$ cat src/dss_pkg.sv
package dss_pkg;

   // ***********************************************************
   // timing
   // ***********************************************************
   localparam int         CLK_PERIOD_PS   = 8000;
   localparam int         RST_LOW_NS      = 25;
   // least time: round up to whole clock cycles
   localparam logic [7:0] RST_LOW_CYC     =
      8'((RST_LOW_NS * 1000 + CLK_PERIOD_PS - 1) / CLK_PERIOD_PS);
   localparam logic [7:0] RST_RECOVER_CYC = 8'h10;
   localparam logic [7:0] DCLK_HALF_CYC   = 8'h04;
   localparam logic [7:0] SIF_HALF_CYC    = 8'h04;
   localparam logic [4:0] SIF_FRAME_BITS  = 5'h10;
   localparam logic [4:0] SIF_INSTR_BITS  = 5'h08;

   // ***********************************************************
   // device register map (reached over the serial interface)
   // ***********************************************************
   localparam logic [6:0] ADDR_LOCK_STATUS = 7'h00;
   localparam logic [6:0] ADDR_SYNC_CFG    = 7'h03;
   localparam logic [6:0] ADDR_DCLK_RANGE  = 7'h0A;
   localparam logic [6:0] ADDR_SOUT_CFG    = 7'h0E;
   localparam int         RESTART_BIT      = 7;
   localparam int         LOCK_BIT         = 0;
   localparam int         SOFTWARE_SYNC_BIT_BIT      = 0;
   localparam int         SYNC_SEL_BIT     = 1;
   localparam logic [7:0] SOUT_FUNC_LOCK   = 8'h01;

   // ***********************************************************
   // host register map
   // ***********************************************************
   localparam logic [7:0] REG_CTRL     = 8'h00;
   localparam logic [7:0] REG_RANGE    = 8'h04;
   localparam logic [7:0] REG_STATUS   = 8'h08;
   localparam logic [7:0] REG_IRQ_STAT = 8'h0C;
   localparam logic [7:0] REG_IRQ_MASK = 8'h10;
   localparam logic [7:0] REG_SAMPLE   = 8'h14;
   localparam logic [7:0] REG_SYNC_CFG = 8'h18;
   localparam int         CTRL_START   = 0;
   localparam int         CTRL_SOFTWARE_SYNC_BIT = 1;
   localparam int         CTRL_RUN     = 2;
   localparam int         IRQ_LOCK     = 0;
   localparam int         IRQ_DONE     = 1;
   localparam int         IRQ_STOP     = 2;
   localparam int         IRQ_W        = 3;

   typedef enum logic [3:0] {
      ST_IDLE, ST_RST_LOW, ST_RST_WAIT, ST_WR_RANGE, ST_WR_SOUT, ST_WR_SYNC,
      ST_DCLK_SETTLE, ST_WR_RELEASE, ST_POLL_RD, ST_POLL_GAP, ST_SYNC_ON,
      ST_STREAM, ST_STOP
   } dss_state_t;

   typedef struct packed {
      logic       go;
      logic       rd;
      logic [6:0] addr;
      logic [7:0] wdata;
   } dss_sif_req_t;

   typedef struct packed {
      logic       busy;
      logic       done;
      logic [7:0] rdata;
   } dss_sif_rsp_t;

   typedef struct packed {
      logic sclk;
      logic sden_n;
      logic sdio_o;
      logic sdio_oe;
   } dss_sif_pins_t;

endpackage

$ cat src/dss_clkdiv.sv
`timescale 1ns/1ps
module dss_clkdiv (
   // clock and reset
   input  wire logic mclk,
   input  wire logic rst_n,
   // control
   input  wire logic en,
   // link clock
   output logic      clk_o,
   output logic      upd
);

   typedef struct packed {
      logic [7:0] cnt;
      logic       lvl;
   } dss_div_t;

   dss_div_t s_q;
   dss_div_t s_d;

   always_comb
   begin
      s_d = s_q;
      if (!en)
      begin
         s_d = '0;
      end
      else if (s_q.cnt == dss_pkg::DCLK_HALF_CYC - 8'h01)
      begin
         s_d.cnt = '0;
         s_d.lvl = !s_q.lvl;
      end
      else
      begin
         s_d.cnt = s_q.cnt + 8'h01;
      end
   end

   always_ff @(posedge mclk)
   begin
      if (!rst_n)
         s_q <= '0;
      else
         s_q <= s_d;
   end

   assign clk_o = s_q.lvl;
   // new data is launched as the clock falls, half a period ahead of its rising edge
   assign upd   = en && s_q.lvl && (s_q.cnt == dss_pkg::DCLK_HALF_CYC - 8'h01);

endmodule

$ cat src/dss_host.sv
//
// Overview of operation
// RL1 - after clocks settle, drive device reset low for at least 25 ns
// RL2 - after reset write all config registers, with loop restart bit set
// RL3 - write data clock range register matching the supplied data clock band
// RL4 - data clock runs and is stable before restart bit is released
// RL5 - clear restart bit only after the data clock has settled
// RL6 - read lock flag repeatedly; proceed only once it reads one
// RL7 - device shows lock in status register and on serial out pin
// RL8 - enable data by sync pin or software sync bit, per select bit
// RL9 - data flows only while chosen sync source is held at one
// RL10 - after sync, stream sixteen-bit samples timed by the data clock
// RL11 - with pin sync, first sample may coincide with sync rising
// RL12 - signal done only after lock and sync; keep data idle before
//
`timescale 1ns/1ps
module dss_host #(
   parameter logic [15:0] DCLK_SETTLE_CYC = 16'h0100,
   parameter logic [15:0] POLL_GAP_CYC    = 16'h0040
) (
   // clock and reset
   input  wire logic        mclk,
   input  wire logic        rst_n,
   // software register port
   input  wire logic [7:0]  addr,
   input  wire logic [31:0] wdata,
   input  wire logic        wr,
   input  wire logic        rd,
   output logic [31:0]      rdata,
   output logic             irq,
   // device control pins
   output logic             reset_n_pin,
   output logic             lvds_data_clock,
   output logic             lvds_sync_input,
   output logic [15:0]      lvds_data,
   // serial register interface
   output logic             sif_sclk,
   output logic             sif_sden_n,
   output logic             sif_sdio_o,
   output logic             sif_sdio_oe,
   input  wire logic        sif_sdio_i
);

   // ***********************************************************
   // state
   // ***********************************************************
   typedef struct packed {
      dss_pkg::dss_state_t         st;
      logic                        sent;
      logic [15:0]                 cnt;
      logic                        start;
      logic                        software_sync_bit;
      logic                        run;
      logic [7:0]                  range;
      logic [7:0]                  sync_cfg;
      logic [15:0]                 sample;
      logic [dss_pkg::IRQ_W-1:0]   irq_stat;
      logic [dss_pkg::IRQ_W-1:0]   irq_mask;
      logic                        locked;
      logic                        done;
      logic                        use_sw;
      logic                        rst_pin;
      logic                        sync_pin;
      logic [15:0]                 data;
      logic [31:0]                 rdata;
   } dss_host_t;

   dss_host_t              s_q;
   dss_host_t              s_d;
   dss_pkg::dss_sif_req_t  sif_req;
   dss_pkg::dss_sif_rsp_t  sif_rsp;
   dss_pkg::dss_sif_pins_t sif_pins;
   logic                   dclk_en;
   logic                   dclk_upd;

   // ***********************************************************
   // helpers
   // ***********************************************************
   dss_sif u_sif (
      .mclk   (mclk),
      .rst_n  (rst_n),
      .req    (sif_req),
      .rsp    (sif_rsp),
      .pins   (sif_pins),
      .sdio_i (sif_sdio_i)
   );

   // clock keeps running from programming onward so it is stable well before release
   assign dclk_en = (s_q.st != dss_pkg::ST_IDLE) && (s_q.st != dss_pkg::ST_RST_LOW) &&
                    (s_q.st != dss_pkg::ST_RST_WAIT); // RL4

   dss_clkdiv u_div (
      .mclk  (mclk),
      .rst_n (rst_n),
      .en    (dclk_en),
      .clk_o (lvds_data_clock),
      .upd   (dclk_upd)
   );

   // ***********************************************************
   // sequencer and registers
   // ***********************************************************
   logic                      want;
   logic                      want_rd;
   logic [6:0]                want_addr;
   logic [7:0]                want_data;
   dss_pkg::dss_state_t       want_nxt;
   logic [dss_pkg::IRQ_W-1:0] ev;
   logic [7:0]                sync_wr;

   always_comb
   begin
      s_d       = s_q;
      s_d.start = 1'b0;
      want      = 1'b0;
      want_rd   = 1'b0;
      want_addr = '0;
      want_data = '0;
      want_nxt  = s_q.st;
      ev        = '0;
      sif_req   = '0;
      sync_wr   = s_q.sync_cfg;
      sync_wr[dss_pkg::SYNC_SEL_BIT] = s_q.use_sw; // RL8

      // software writes
      if (wr)
      begin
         case (addr)
            dss_pkg::REG_CTRL:
            begin
               s_d.start   = wdata[dss_pkg::CTRL_START];
               s_d.software_sync_bit = wdata[dss_pkg::CTRL_SOFTWARE_SYNC_BIT];
               s_d.run     = wdata[dss_pkg::CTRL_RUN];
            end
            dss_pkg::REG_RANGE:    s_d.range    = wdata[7:0];
            dss_pkg::REG_IRQ_MASK: s_d.irq_mask = wdata[dss_pkg::IRQ_W-1:0];
            dss_pkg::REG_SAMPLE:   s_d.sample   = wdata[15:0];
            dss_pkg::REG_SYNC_CFG: s_d.sync_cfg = wdata[7:0];
            default:               s_d.sent     = s_q.sent;
         endcase
      end

      case (s_q.st)
         dss_pkg::ST_IDLE:
         begin
            if (s_q.start)
            begin
               s_d.st      = dss_pkg::ST_RST_LOW;
               s_d.cnt     = '0;
               s_d.rst_pin = 1'b0;
               s_d.locked  = 1'b0;
               s_d.done    = 1'b0;
               s_d.use_sw  = s_q.software_sync_bit;
            end
         end
         dss_pkg::ST_RST_LOW:
         begin
            s_d.cnt = s_q.cnt + 16'h0001;
            if (s_q.cnt == {8'h00, dss_pkg::RST_LOW_CYC} - 16'h0001)
            begin
               s_d.rst_pin = 1'b1; // RL1
               s_d.cnt     = '0;
               s_d.st      = dss_pkg::ST_RST_WAIT;
            end
         end
         dss_pkg::ST_RST_WAIT:
         begin
            s_d.cnt = s_q.cnt + 16'h0001;
            if (s_q.cnt == {8'h00, dss_pkg::RST_RECOVER_CYC})
               s_d.st = dss_pkg::ST_WR_RANGE;
         end
         dss_pkg::ST_WR_RANGE:
         begin
            want      = 1'b1;
            want_addr = dss_pkg::ADDR_DCLK_RANGE; // RL3
            want_data = s_q.range;
            want_data[dss_pkg::RESTART_BIT] = 1'b1; // RL2
            want_nxt  = dss_pkg::ST_WR_SOUT;
         end
         dss_pkg::ST_WR_SOUT:
         begin
            want      = 1'b1;
            want_addr = dss_pkg::ADDR_SOUT_CFG; // RL7
            want_data = dss_pkg::SOUT_FUNC_LOCK;
            want_nxt  = dss_pkg::ST_WR_SYNC;
         end
         dss_pkg::ST_WR_SYNC:
         begin
            want      = 1'b1;
            want_addr = dss_pkg::ADDR_SYNC_CFG; // RL2
            want_data = sync_wr;
            want_data[dss_pkg::SOFTWARE_SYNC_BIT_BIT] = 1'b0;
            want_nxt  = dss_pkg::ST_DCLK_SETTLE;
         end
         dss_pkg::ST_DCLK_SETTLE:
         begin
            s_d.cnt = s_q.cnt + 16'h0001;
            if (s_q.cnt == DCLK_SETTLE_CYC)
               s_d.st = dss_pkg::ST_WR_RELEASE; // RL5
         end
         dss_pkg::ST_WR_RELEASE:
         begin
            want      = 1'b1;
            want_addr = dss_pkg::ADDR_DCLK_RANGE;
            want_data = s_q.range;
            want_data[dss_pkg::RESTART_BIT] = 1'b0; // RL5
            want_nxt  = dss_pkg::ST_POLL_RD;
         end
         dss_pkg::ST_POLL_RD:
         begin
            want      = 1'b1;
            want_rd   = 1'b1;
            want_addr = dss_pkg::ADDR_LOCK_STATUS;
            want_nxt  = sif_rsp.rdata[dss_pkg::LOCK_BIT] ? dss_pkg::ST_SYNC_ON
                                                          : dss_pkg::ST_POLL_GAP; // RL6
            if (s_q.sent && sif_rsp.done && sif_rsp.rdata[dss_pkg::LOCK_BIT])
            begin
               s_d.locked      = 1'b1;
               ev[dss_pkg::IRQ_LOCK] = 1'b1;
            end
         end
         dss_pkg::ST_POLL_GAP:
         begin
            s_d.cnt = s_q.cnt + 16'h0001;
            if (s_q.cnt == POLL_GAP_CYC)
               s_d.st = dss_pkg::ST_POLL_RD; // RL6
         end
         dss_pkg::ST_SYNC_ON:
         begin
            if (s_q.use_sw)
            begin
               want      = 1'b1;
               want_addr = dss_pkg::ADDR_SYNC_CFG;
               want_data = sync_wr;
               want_data[dss_pkg::SOFTWARE_SYNC_BIT_BIT] = 1'b1; // RL8
               want_nxt  = dss_pkg::ST_STREAM;
               if (s_q.sent && sif_rsp.done)
               begin
                  s_d.done = 1'b1; // RL12
                  ev[dss_pkg::IRQ_DONE] = 1'b1;
               end
            end
            else if (dclk_upd)
            begin
               // sync rises together with the first sample
               s_d.sync_pin = 1'b1; // RL11
               s_d.data     = s_q.sample;
               s_d.done     = 1'b1; // RL12
               s_d.st       = dss_pkg::ST_STREAM;
               ev[dss_pkg::IRQ_DONE] = 1'b1;
            end
         end
         dss_pkg::ST_STREAM:
         begin
            if (dclk_upd)
               s_d.data = s_q.sample; // RL10
            if (!s_q.run)
            begin
               s_d.sync_pin = 1'b0; // RL9
               s_d.data     = '0;
               s_d.st       = dss_pkg::ST_STOP;
               ev[dss_pkg::IRQ_STOP] = 1'b1;
            end
         end
         dss_pkg::ST_STOP:
         begin
            s_d.done = 1'b0;
            if (s_q.use_sw)
            begin
               want      = 1'b1;
               want_addr = dss_pkg::ADDR_SYNC_CFG;
               want_data = sync_wr;
               want_data[dss_pkg::SOFTWARE_SYNC_BIT_BIT] = 1'b0; // RL9
               want_nxt  = dss_pkg::ST_IDLE;
            end
            else
            begin
               s_d.st = dss_pkg::ST_IDLE;
            end
         end
         default:
         begin
            s_d.st = dss_pkg::ST_IDLE;
         end
      endcase

      // one serial transaction per state: issue once, move on when it completes
      if (want)
      begin
         if (!s_q.sent)
         begin
            sif_req.go    = !sif_rsp.busy;
            sif_req.rd    = want_rd;
            sif_req.addr  = want_addr;
            sif_req.wdata = want_data;
            s_d.sent      = !sif_rsp.busy;
         end
         else if (sif_rsp.done)
         begin
            s_d.sent = 1'b0;
            s_d.st   = want_nxt;
            s_d.cnt  = '0;
         end
      end

      // sticky status: a new event wins over a clear in the same cycle
      if (wr && addr == dss_pkg::REG_IRQ_STAT)
         s_d.irq_stat = s_q.irq_stat & ~wdata[dss_pkg::IRQ_W-1:0];
      s_d.irq_stat = s_d.irq_stat | ev;

      // read data stand only in the cycle after the strobe
      s_d.rdata = '0;
      if (rd)
      begin
         case (addr)
            dss_pkg::REG_CTRL:
               s_d.rdata = 32'({s_q.run, s_q.software_sync_bit, 1'b0});
            dss_pkg::REG_RANGE:    s_d.rdata = 32'(s_q.range);
            dss_pkg::REG_STATUS:
               s_d.rdata = 32'({s_q.sync_pin, s_q.done, s_q.locked, s_q.st});
            dss_pkg::REG_IRQ_STAT: s_d.rdata = 32'(s_q.irq_stat);
            dss_pkg::REG_IRQ_MASK: s_d.rdata = 32'(s_q.irq_mask);
            dss_pkg::REG_SAMPLE:   s_d.rdata = 32'(s_q.sample);
            dss_pkg::REG_SYNC_CFG: s_d.rdata = 32'(s_q.sync_cfg);
            default:               s_d.rdata = '0;
         endcase
      end
   end

   always_ff @(posedge mclk)
   begin
      if (!rst_n)
      begin
         s_q         <= '0;
         s_q.st      <= dss_pkg::ST_IDLE;
         s_q.rst_pin <= 1'b1;
      end
      else
      begin
         s_q <= s_d;
      end
   end

   // ***********************************************************
   // outputs
   // ***********************************************************
   assign rdata           = s_q.rdata;
   assign irq             = |(s_q.irq_stat & s_q.irq_mask);
   assign reset_n_pin     = s_q.rst_pin;
   assign lvds_sync_input = s_q.sync_pin;
   assign lvds_data       = s_q.data; // RL12
   assign sif_sclk        = sif_pins.sclk;
   assign sif_sden_n      = sif_pins.sden_n;
   assign sif_sdio_o      = sif_pins.sdio_o;
   assign sif_sdio_oe     = sif_pins.sdio_oe;

endmodule

$ cat src/dss_sif.sv
`timescale 1ns/1ps
module dss_sif (
   // clock and reset
   input  wire logic                  mclk,
   input  wire logic                  rst_n,
   // request and answer
   input  wire dss_pkg::dss_sif_req_t req,
   output dss_pkg::dss_sif_rsp_t      rsp,
   // serial pins
   output dss_pkg::dss_sif_pins_t     pins,
   input  wire logic                  sdio_i
);

   typedef struct packed {
      logic        act;
      logic        rd;
      logic        done;
      logic [4:0]  bitn;
      logic [7:0]  half;
      logic [15:0] shreg;
      logic [7:0]  rdata;
      logic        sclk;
      logic        meta;
      logic        sdi;
   } dss_sif_st_t;

   dss_sif_st_t s_q;
   dss_sif_st_t s_d;

   always_comb
   begin
      s_d      = s_q;
      s_d.done = 1'b0;
      s_d.meta = sdio_i;
      s_d.sdi  = s_q.meta;
      if (!s_q.act)
      begin
         if (req.go)
         begin
            s_d.act   = 1'b1;
            s_d.rd    = req.rd;
            s_d.bitn  = '0;
            s_d.half  = '0;
            s_d.shreg = {req.rd, req.addr, req.wdata};
         end
      end
      else if (s_q.half == dss_pkg::SIF_HALF_CYC - 8'h01)
      begin
         s_d.half = '0;
         s_d.sclk = !s_q.sclk;
         if (!s_q.sclk)
         begin
            // rising edge: the device samples, and read data are taken here
            s_d.rdata = {s_q.rdata[6:0], s_q.sdi};
         end
         else
         begin
            s_d.shreg = {s_q.shreg[14:0], 1'b0};
            s_d.bitn  = s_q.bitn + 5'h01;
            if (s_q.bitn == dss_pkg::SIF_FRAME_BITS - 5'h01)
            begin
               s_d.act  = 1'b0;
               s_d.done = 1'b1;
            end
         end
      end
      else
      begin
         s_d.half = s_q.half + 8'h01;
      end
   end

   always_ff @(posedge mclk)
   begin
      if (!rst_n)
         s_q <= '0;
      else
         s_q <= s_d;
   end

   // pin released after the instruction byte of a read so the device may drive it
   assign pins.sclk    = s_q.sclk;
   assign pins.sden_n  = !s_q.act;
   assign pins.sdio_o  = s_q.shreg[15];
   assign pins.sdio_oe = s_q.act && !(s_q.rd && s_q.bitn >= dss_pkg::SIF_INSTR_BITS);
   // busy comes from the register only: the caller derives its go from it
   assign rsp.busy     = s_q.act;
   assign rsp.done     = s_q.done;
   assign rsp.rdata    = s_q.rdata;

endmodule
$ cat config.mk
export PLATFORM = sky130hd
export DESIGN_NAME = dss_host
export DESIGN_NICKNAME = d
export VERILOG_FILES = /design/src/dss_pkg.sv /design/src/dss_clkdiv.sv /design/src/dss_host.sv /design/src/dss_sif.sv
export SDC_FILE = /design/constraint.sdc
export NUM_CORES = 1
export LEC_CHECK = 0
export BUFFER_PORTS_ARGS = -buffer_cell sky130_fd_sc_hd__buf_2
export CORE_MARGIN = 2
export CORE_UTILIZATION = 50
export CTS_CLUSTER_SIZE = 28
export DETAILED_ROUTE_END_ITERATION = 16
export GPL_TIMING_DRIVEN = 0
export HOLD_SLACK_MARGIN = 0.08
export PLACE_DENSITY_LB_ADDON = 0.15
export SKIP_CTS_REPAIR_TIMING = 1
export SYNTH_ARGS = -nofsm -noshare
export SYNTH_HDL_FRONTEND = slang
export SYNTH_SLANG_ARGS = --single-unit
export TNS_END_PERCENT = 5
$ cat constraint.sdc
create_clock -name mclk -period 2.09 [get_ports mclk]
set_input_delay 0.5225 -clock mclk [delete_from_list [all_inputs] [get_ports mclk]]
set_output_delay 0.5225 -clock mclk [all_outputs]
set_load 0.02 [all_outputs]
==> flow_metrics.env, run 1 <==
export IMPL_status="finished with violations"
export IMPL_violations="setup timing"
export IMPL_area_growth_pct=18.5
export IMPL_crit_end="u_sif.s_q[21]"
export IMPL_r2r_setup_slack_ns=-0.001
export IMPL_slew_headroom=0.508
export IMPL_drive_above_1_share=0.215
export IMPL_track_usage=0.243
export IMPL_detail_route_first_pass_iterations=5
export IMPL_final_max_slew_violation_count=0
export IMPL_synth_avg_cell_area_sq_um=8.35
export IMPL_worst_ir_drop_vdd_mv=0.397
export IMPL_power_density_nw_per_um2=690
export IMPL_diodes=0
export IMPL_fin_crit_ns=2.09
export IMPL_ys_flop_type="dfxtp_1"
export IMPL_wire_per_inst_um=15.9
export IMPL_drt_iter0_drc=706
export IMPL_ant_nets=0
export IMPL_netlist_instances=837
export IMPL_r2r_cells=9
export IMPL_worst_setup_path_start_kind="flip-flop"
export IMPL_rsz0062_at_grt="true"
export IMPL_placed_cells=1098
export IMPL_antenna_found_initial=0
export IMPL_finClkSkew_ns=0.00680
export IMPL_clock_root_buffer="clkbuf_16"
export IMPL_num_io_pins=101
export IMPL_hold_path_cell_count=2
export IMPL_reg2reg_to="u_sif.s_q[21]"
export IMPL_min_path_type="input pin to flip-flop"
export IMPL_h_tree_depth=4
export IMPL_grt_max_degree=17
export IMPL_critPathRequiredTime_ns=2.39
export IMPL_synth_cell_types=75
export IMPL_hold_viol_final=0
export IMPL_nets=991
export IMPL_cts_made_buffers=17
export IMPL_grt_pass1_wl_mm=28.4
export IMPL_finalSetupViolations=1
export IMPL_leakagePower_uw=0.00338
export IMPL_wl_mm=18.0
export IMPL_clock_sinks=144
export IMPL_multi_input_area_sq_um=3630
export IMPL_cts_tree="built"
export IMPL_num_rows=43
export IMPL_viasPerCell=5.64
export IMPL_synth_ff_latch_count=144
export IMPL_max_freq_mhz=478
export IMPL_maxCapViolCount=0
export IMPL_post_route_drc_count=0
export IMPL_async_flop_share=0
export IMPL_fin_crit_sh=1.00
export IMPL_hold_slack_ns=0.294
export IMPL_grt_overflow=0
export IMPL_crit_path_end_kind="flip-flop"
export IMPL_vias=6372
export IMPL_synth_enable_flop_cells=0
export IMPL_worst_pin_slew_ns=0.739
export IMPL_die_area_sq_um=14900
export IMPL_synth_warnings=0
export IMPL_syn_cell_area_sq_um=6990
export IMPL_r2r_start="u_sif.rsp[9]"
export IMPL_layout_setup_ws_ns=-0.00129
export IMPL_cp_max_fo=10
export IMPL_place_ws_ns=-0.326
export IMPL_grt_pass1_vias=5668
export IMPL_clk_pin_slew_ns=0.06
export IMPL_place_congestion=0.954
export IMPL_dp_hpwl_mm=12.7
export IMPL_yosysSeqAreaShare=0.412
export IMPL_die_h_um=122
export IMPL_cts_path_max_buffers=2
export IMPL_cp_arrival_ns=2.39
export IMPL_clk_latency_ns=0.43
export IMPL_worstSetupStartpoint="u_sif.rsp[9]"
export IMPL_port_buffers=66
export IMPL_fin_cells=1130
export IMPL_start_util=0.508
export IMPL_coreArea_sq_um=13800
export IMPL_final_seq_area_sq_um=2880
export IMPL_die_w_um=122
export IMPL_worstSetupPathType="flip-flop to flip-flop"
export IMPL_nFillCells=1249
[power by group]
group | leakage, uW | internal (uW) | switching [uW] | total, uW
logic | 0.00196 | 61.3 | 138 | 199
clock network | 0.000260 | 1540 | 1230 | 2770
registers | 0.00116 | 2750 | 1.17 | 2750
total | 0.00338 | 4350 | 1370 | 5710
[metrics by stage]
stage               area, sq um  total power, uW   util  TNS (ns)
floorplan                  7050             2930      -         0
global placement           7600             3000  0.552    -12.26
detailed placement         7600             3000  0.552    -13.00
CTS                        8130             5740  0.590     -5.81
global route               8280             5880  0.601     -1.96
finish                     8280             5710  0.601  -0.00129
[how the worst min path moves through the flow]
stage,from,to,slack [ns]
after detailed placement,u_sif.s_d[0],u_sif.s_q[0],0.42
after global placement,u_sif.s_d[0],u_sif.s_q[0],0.42
after floorplan,u_sif.s_d[0],u_sif.s_q[0],0.41
after CTS,sif_sdio_i,u_sif.s_d[0],0.28
after global routing,sif_sdio_i,u_sif.s_d[0],0.29
final,sif_sdio_i,u_sif.s_d[0],0.29
[flip-flops by register name, indices dropped and copies added, names as in the netlist]
name and count:
lvds_data 16, lvds_sync_input 1, rdata 16, reset_n_pin 1, s_q 65, u_div.clk_o 1
u_div.s_q 8, u_sif.pins 2, u_sif.rsp 3, u_sif.s_d 1, u_sif.s_q 30
[cell type report]
type | count | share of cell area
inverter | 16 | 0.00770
timing repair buffer | 68 | 0.0417
buffer | 97 | 0.0728
sequential | 144 | 0.348
multi-input combinational | 595 | 0.439
clock inverter | 12 | 0.0109
clock buffer | 18 | 0.0530
tap | 180 | 0.0272
[cell usage after synthesis, types with 4 or more instances]
master	number	area share
a222oi_1	7	0.010
dfxtp_1	144	0.41
nor3_1	22	0.016
inv_1	14	0.0075
nand3_1	40	0.029
a21oi_1	62	0.044
nor4_1	11	0.0098
xor2_1	6	0.0075
nand4_1	12	0.011
o21a_1	5	0.0054
nand2_1	80	0.043
and2_1	17	0.015
ha_1	7	0.013
and4_1	7	0.0088
nor2b_1	14	0.013
o22ai_1	5	0.0045
and3_1	10	0.0089
a211oi_1	9	0.0097
buf_2	14	0.010
a31oi_1	12	0.011
nor2_1	89	0.048
buf_4	50	0.054
xnor2_1	5	0.0063
nand2b_1	6	0.0054
clkbuf_1	29	0.016
a22oi_1	22	0.024
mux2i_1	31	0.044
or3_1	4	0.0036
o21ai_0	34	0.024
[layer usage]
layer / track usage / part of all wire / vias to the layer above
met4: 0.119 / 0.024 / 0
met3: 0.0488 / 0.065 / 42
met5: 0 / 0 / -
li1: - / - / 3136
met1: 0.321 / 0.45 / 2955
met2: 0.378 / 0.46 / 239
[placed cells by master, fill, tap and decap left out, types with 20 or more instances in the layout]
cell type,count
buf_4,51
a22oi_1,22
o21ai_0,33
nor3_1,20
dfxtp_1,144
mux2i_1,31
buf_2,78
a21oi_1,61
nand3_1,38
nor2_1,89
clkbuf_1,25
nand2_1,78
[logic make-up (layout without fill, tap and decap cells)]
kind of cell | after synthesis | count (layout) | synth area share
XOR/XNOR | 11 | 11 | 0.0138
other | 1 | 16 | 0.000536
buffers and inverters | 113 | 211 | 0.0922
AND/OR/NAND/NOR | 330 | 330 | 0.233
flip-flops | 144 | 144 | 0.412
adder cells (fa/ha/maj) | 7 | 7 | 0.0125
multiplexers | 34 | 34 | 0.0492
AO/OA/AOI/OAI | 197 | 197 | 0.187
[critical path: stages (launching register included)]
cell and delay (ns):
dfxtp_1 0.31, clkbuf_4 0.19, or2_1 0.22, buf_2 0.17, or3_1 0.34, buf_2 0.18, and3_4 0.16, buf_6 0.14
a211oi_2 0.18, nor3_1 0.07
(Power assumes the default switching activity.)
==> inputs of run 2 (changes only) <==
Settings changed: SYNTH_HIERARCHICAL set to 1.
==> run 2 against run 1 <==
The run still ends with setup timing left. Final area rose by 7.8%. Setup slack got worse by 0.47 ns. Utilization rose by 1.5 points. Largest power group unchanged.
==> flow_metrics.env, run 2 <==
export IMPL_die_w_um=125
export IMPL_crit_path_end_kind="flip-flop"
export IMPL_syn_cell_area_sq_um=7380
export IMPL_max_freq_mhz=391
export IMPL_ant_nets=0
export IMPL_violations="setup timing"
export IMPL_antenna_found_initial=0
export IMPL_slew_headroom=0.540
export IMPL_clock_sinks=144
export IMPL_worst_setup_path_start_kind="flip-flop"
export IMPL_power_uw=6090
export IMPL_grt_max_degree=17
export IMPL_num_io_pins=101
export IMPL_top_regs="s_q: 65 flops, u_sif/s_q: 30 flops"
export IMPL_clk_latency_ns=0.43
export IMPL_die_h_um=125
export IMPL_synth_avg_cell_area_sq_um=8.41
export IMPL_cts_path_max_buffers=2
export IMPL_grt_overflow=0
export IMPL_detail_route_first_pass_iterations=5
export IMPL_cp_max_fo=7
export IMPL_clk_pin_slew_ns=0.06
export IMPL_fin_crit_ns=2.56
export IMPL_hold_viol_final=0
export IMPL_worst_pin_slew_ns=0.689
export IMPL_leakagePower_uw=0.00361
export IMPL_wl_mm=18.9
export IMPL_place_ws_ns=-0.770
export IMPL_wire_per_inst_um=16.0
export IMPL_netlist_instances=877
export IMPL_drive_above_1_share=0.249
export IMPL_critPathRequiredTime_ns=2.45
export IMPL_finalSetupViolations=22
export IMPL_viasPerCell=5.65
export IMPL_start_util=0.510
export IMPL_synth_warnings=6
export IMPL_worst_ir_drop_vdd_mv=0.556
export IMPL_final_common_cell="dfxtp_1"
export IMPL_grt_pass1_wl_mm=30.5
export IMPL_rsz0062_at_grt="true"
export IMPL_min_path_type="input pin to flip-flop"
export IMPL_cts_tree="built"
export IMPL_largest_reg_flops=65
export IMPL_fin_util=0.617
export IMPL_maxCapViolCount=0
export IMPL_die_area_sq_um=15700
export IMPL_nFillCells=1338
export IMPL_vias=6703
export IMPL_finClkSkew_ns=0.0105
export IMPL_cp_arrival_ns=2.92
export IMPL_power_density_nw_per_um2=682
export IMPL_dp_hpwl_mm=13.4
export IMPL_top_register="s_q"
export IMPL_track_usage=0.238
export IMPL_status="finished with violations"
export IMPL_setup_tns_ns=-7.51
export IMPL_fin_crit_sh=1.22
export IMPL_area_growth_pct=21.0
export IMPL_h_tree_depth=4
export IMPL_layout_setup_ws_ns=-0.467
export IMPL_port_buffers=67
export IMPL_diodes=0
export IMPL_post_route_drc_count=0
export IMPL_mostFrequentLayoutCells="dfxtp_1, nor2_1, buf_2"
export IMPL_nets=1042
export IMPL_clock_root_buffer="clkbuf_16"
export IMPL_coreArea_sq_um=14500
export IMPL_cts_made_buffers=17
export IMPL_grt_pass1_vias=5965
export IMPL_final_max_slew_violation_count=0
export IMPL_num_rows=44
export IMPL_place_congestion=0.928
export IMPL_drt_iter0_drc=534
export IMPL_worstSetupPathType="flip-flop to flip-flop"
## run 2: metrics by stage
step / hold slack, ns / area (sq um) / std cells
6_report: 0.304 / 8930 / 1186
5_1_grt: 0.304 / 8930 / 1186
4_1_cts: 0.293 / 8660 / 1177
3_5_place_dp: 0.422 / 8060 / 1146
3_3_place_gp: 0.416 / 8060 / 1146
2_1_floorplan: 0.412 / 7490 / 895
## run 2: critical path, stage by stage, from the launching register on
cell      delay [ns]
dfxtp_4         0.38
ha_4            0.14
or4b_4          0.48
nor3_4          0.27
nand2b_1        0.15
nor4_4          0.41
a41o_2          0.28
buf_6           0.15
nand3_1         0.09
a21oi_2         0.14
## run 2: final timing paths
check,startpoint,depth (start not counted),slack [ns],endpoint
setup reg to reg,u_div/s_q[1],9,-0.47,lvds_data[11]
hold reg to reg,u_sif/s_d[0],1,0.43,u_sif/s_q[0]
setup / recovery,u_div/s_q[1],9,-0.47,lvds_data[11]
hold / removal,sif_sdio_i,2,0.30,u_sif/s_d[0]
## run 2: layout make-up
| cell class | instances | area, sq um | area share |
|---|---|---|---|
| Multi-Input combinational cell | 622 | 3970 | 0.445 |
| Sequential cell | 144 | 2900 | 0.324 |
| Buffer | 109 | 736 | 0.0824 |
| Clock buffer | 20 | 447 | 0.0500 |
| Timing Repair Buffer | 77 | 414 | 0.0464 |
| Tap cell | 184 | 230 | 0.0258 |
| Clock inverter | 11 | 160 | 0.0179 |
| Inverter | 19 | 75.1 | 0.00841 |
## run 2: per-layer routing
| layer | share of wire | routed length, um | track usage |
|---|---|---|---|
| met1 | 0.46 | 8660 | 0.316 |
| met2 | 0.46 | 8780 | 0.383 |
| met3 | 0.064 | 1210 | 0.0531 |
| met4 | 0.015 | 281 | 0.0791 |
| met5 | 0 | 0 | 0 |
## run 2: where the power goes
part           switching [uW]  leakage (uW)  internal (uW)
Combinational             146       0.00216           73.1
Clock                    1210      0.000294           1920
Sequential               1.44       0.00116           2740
Total                    1360       0.00361           4730
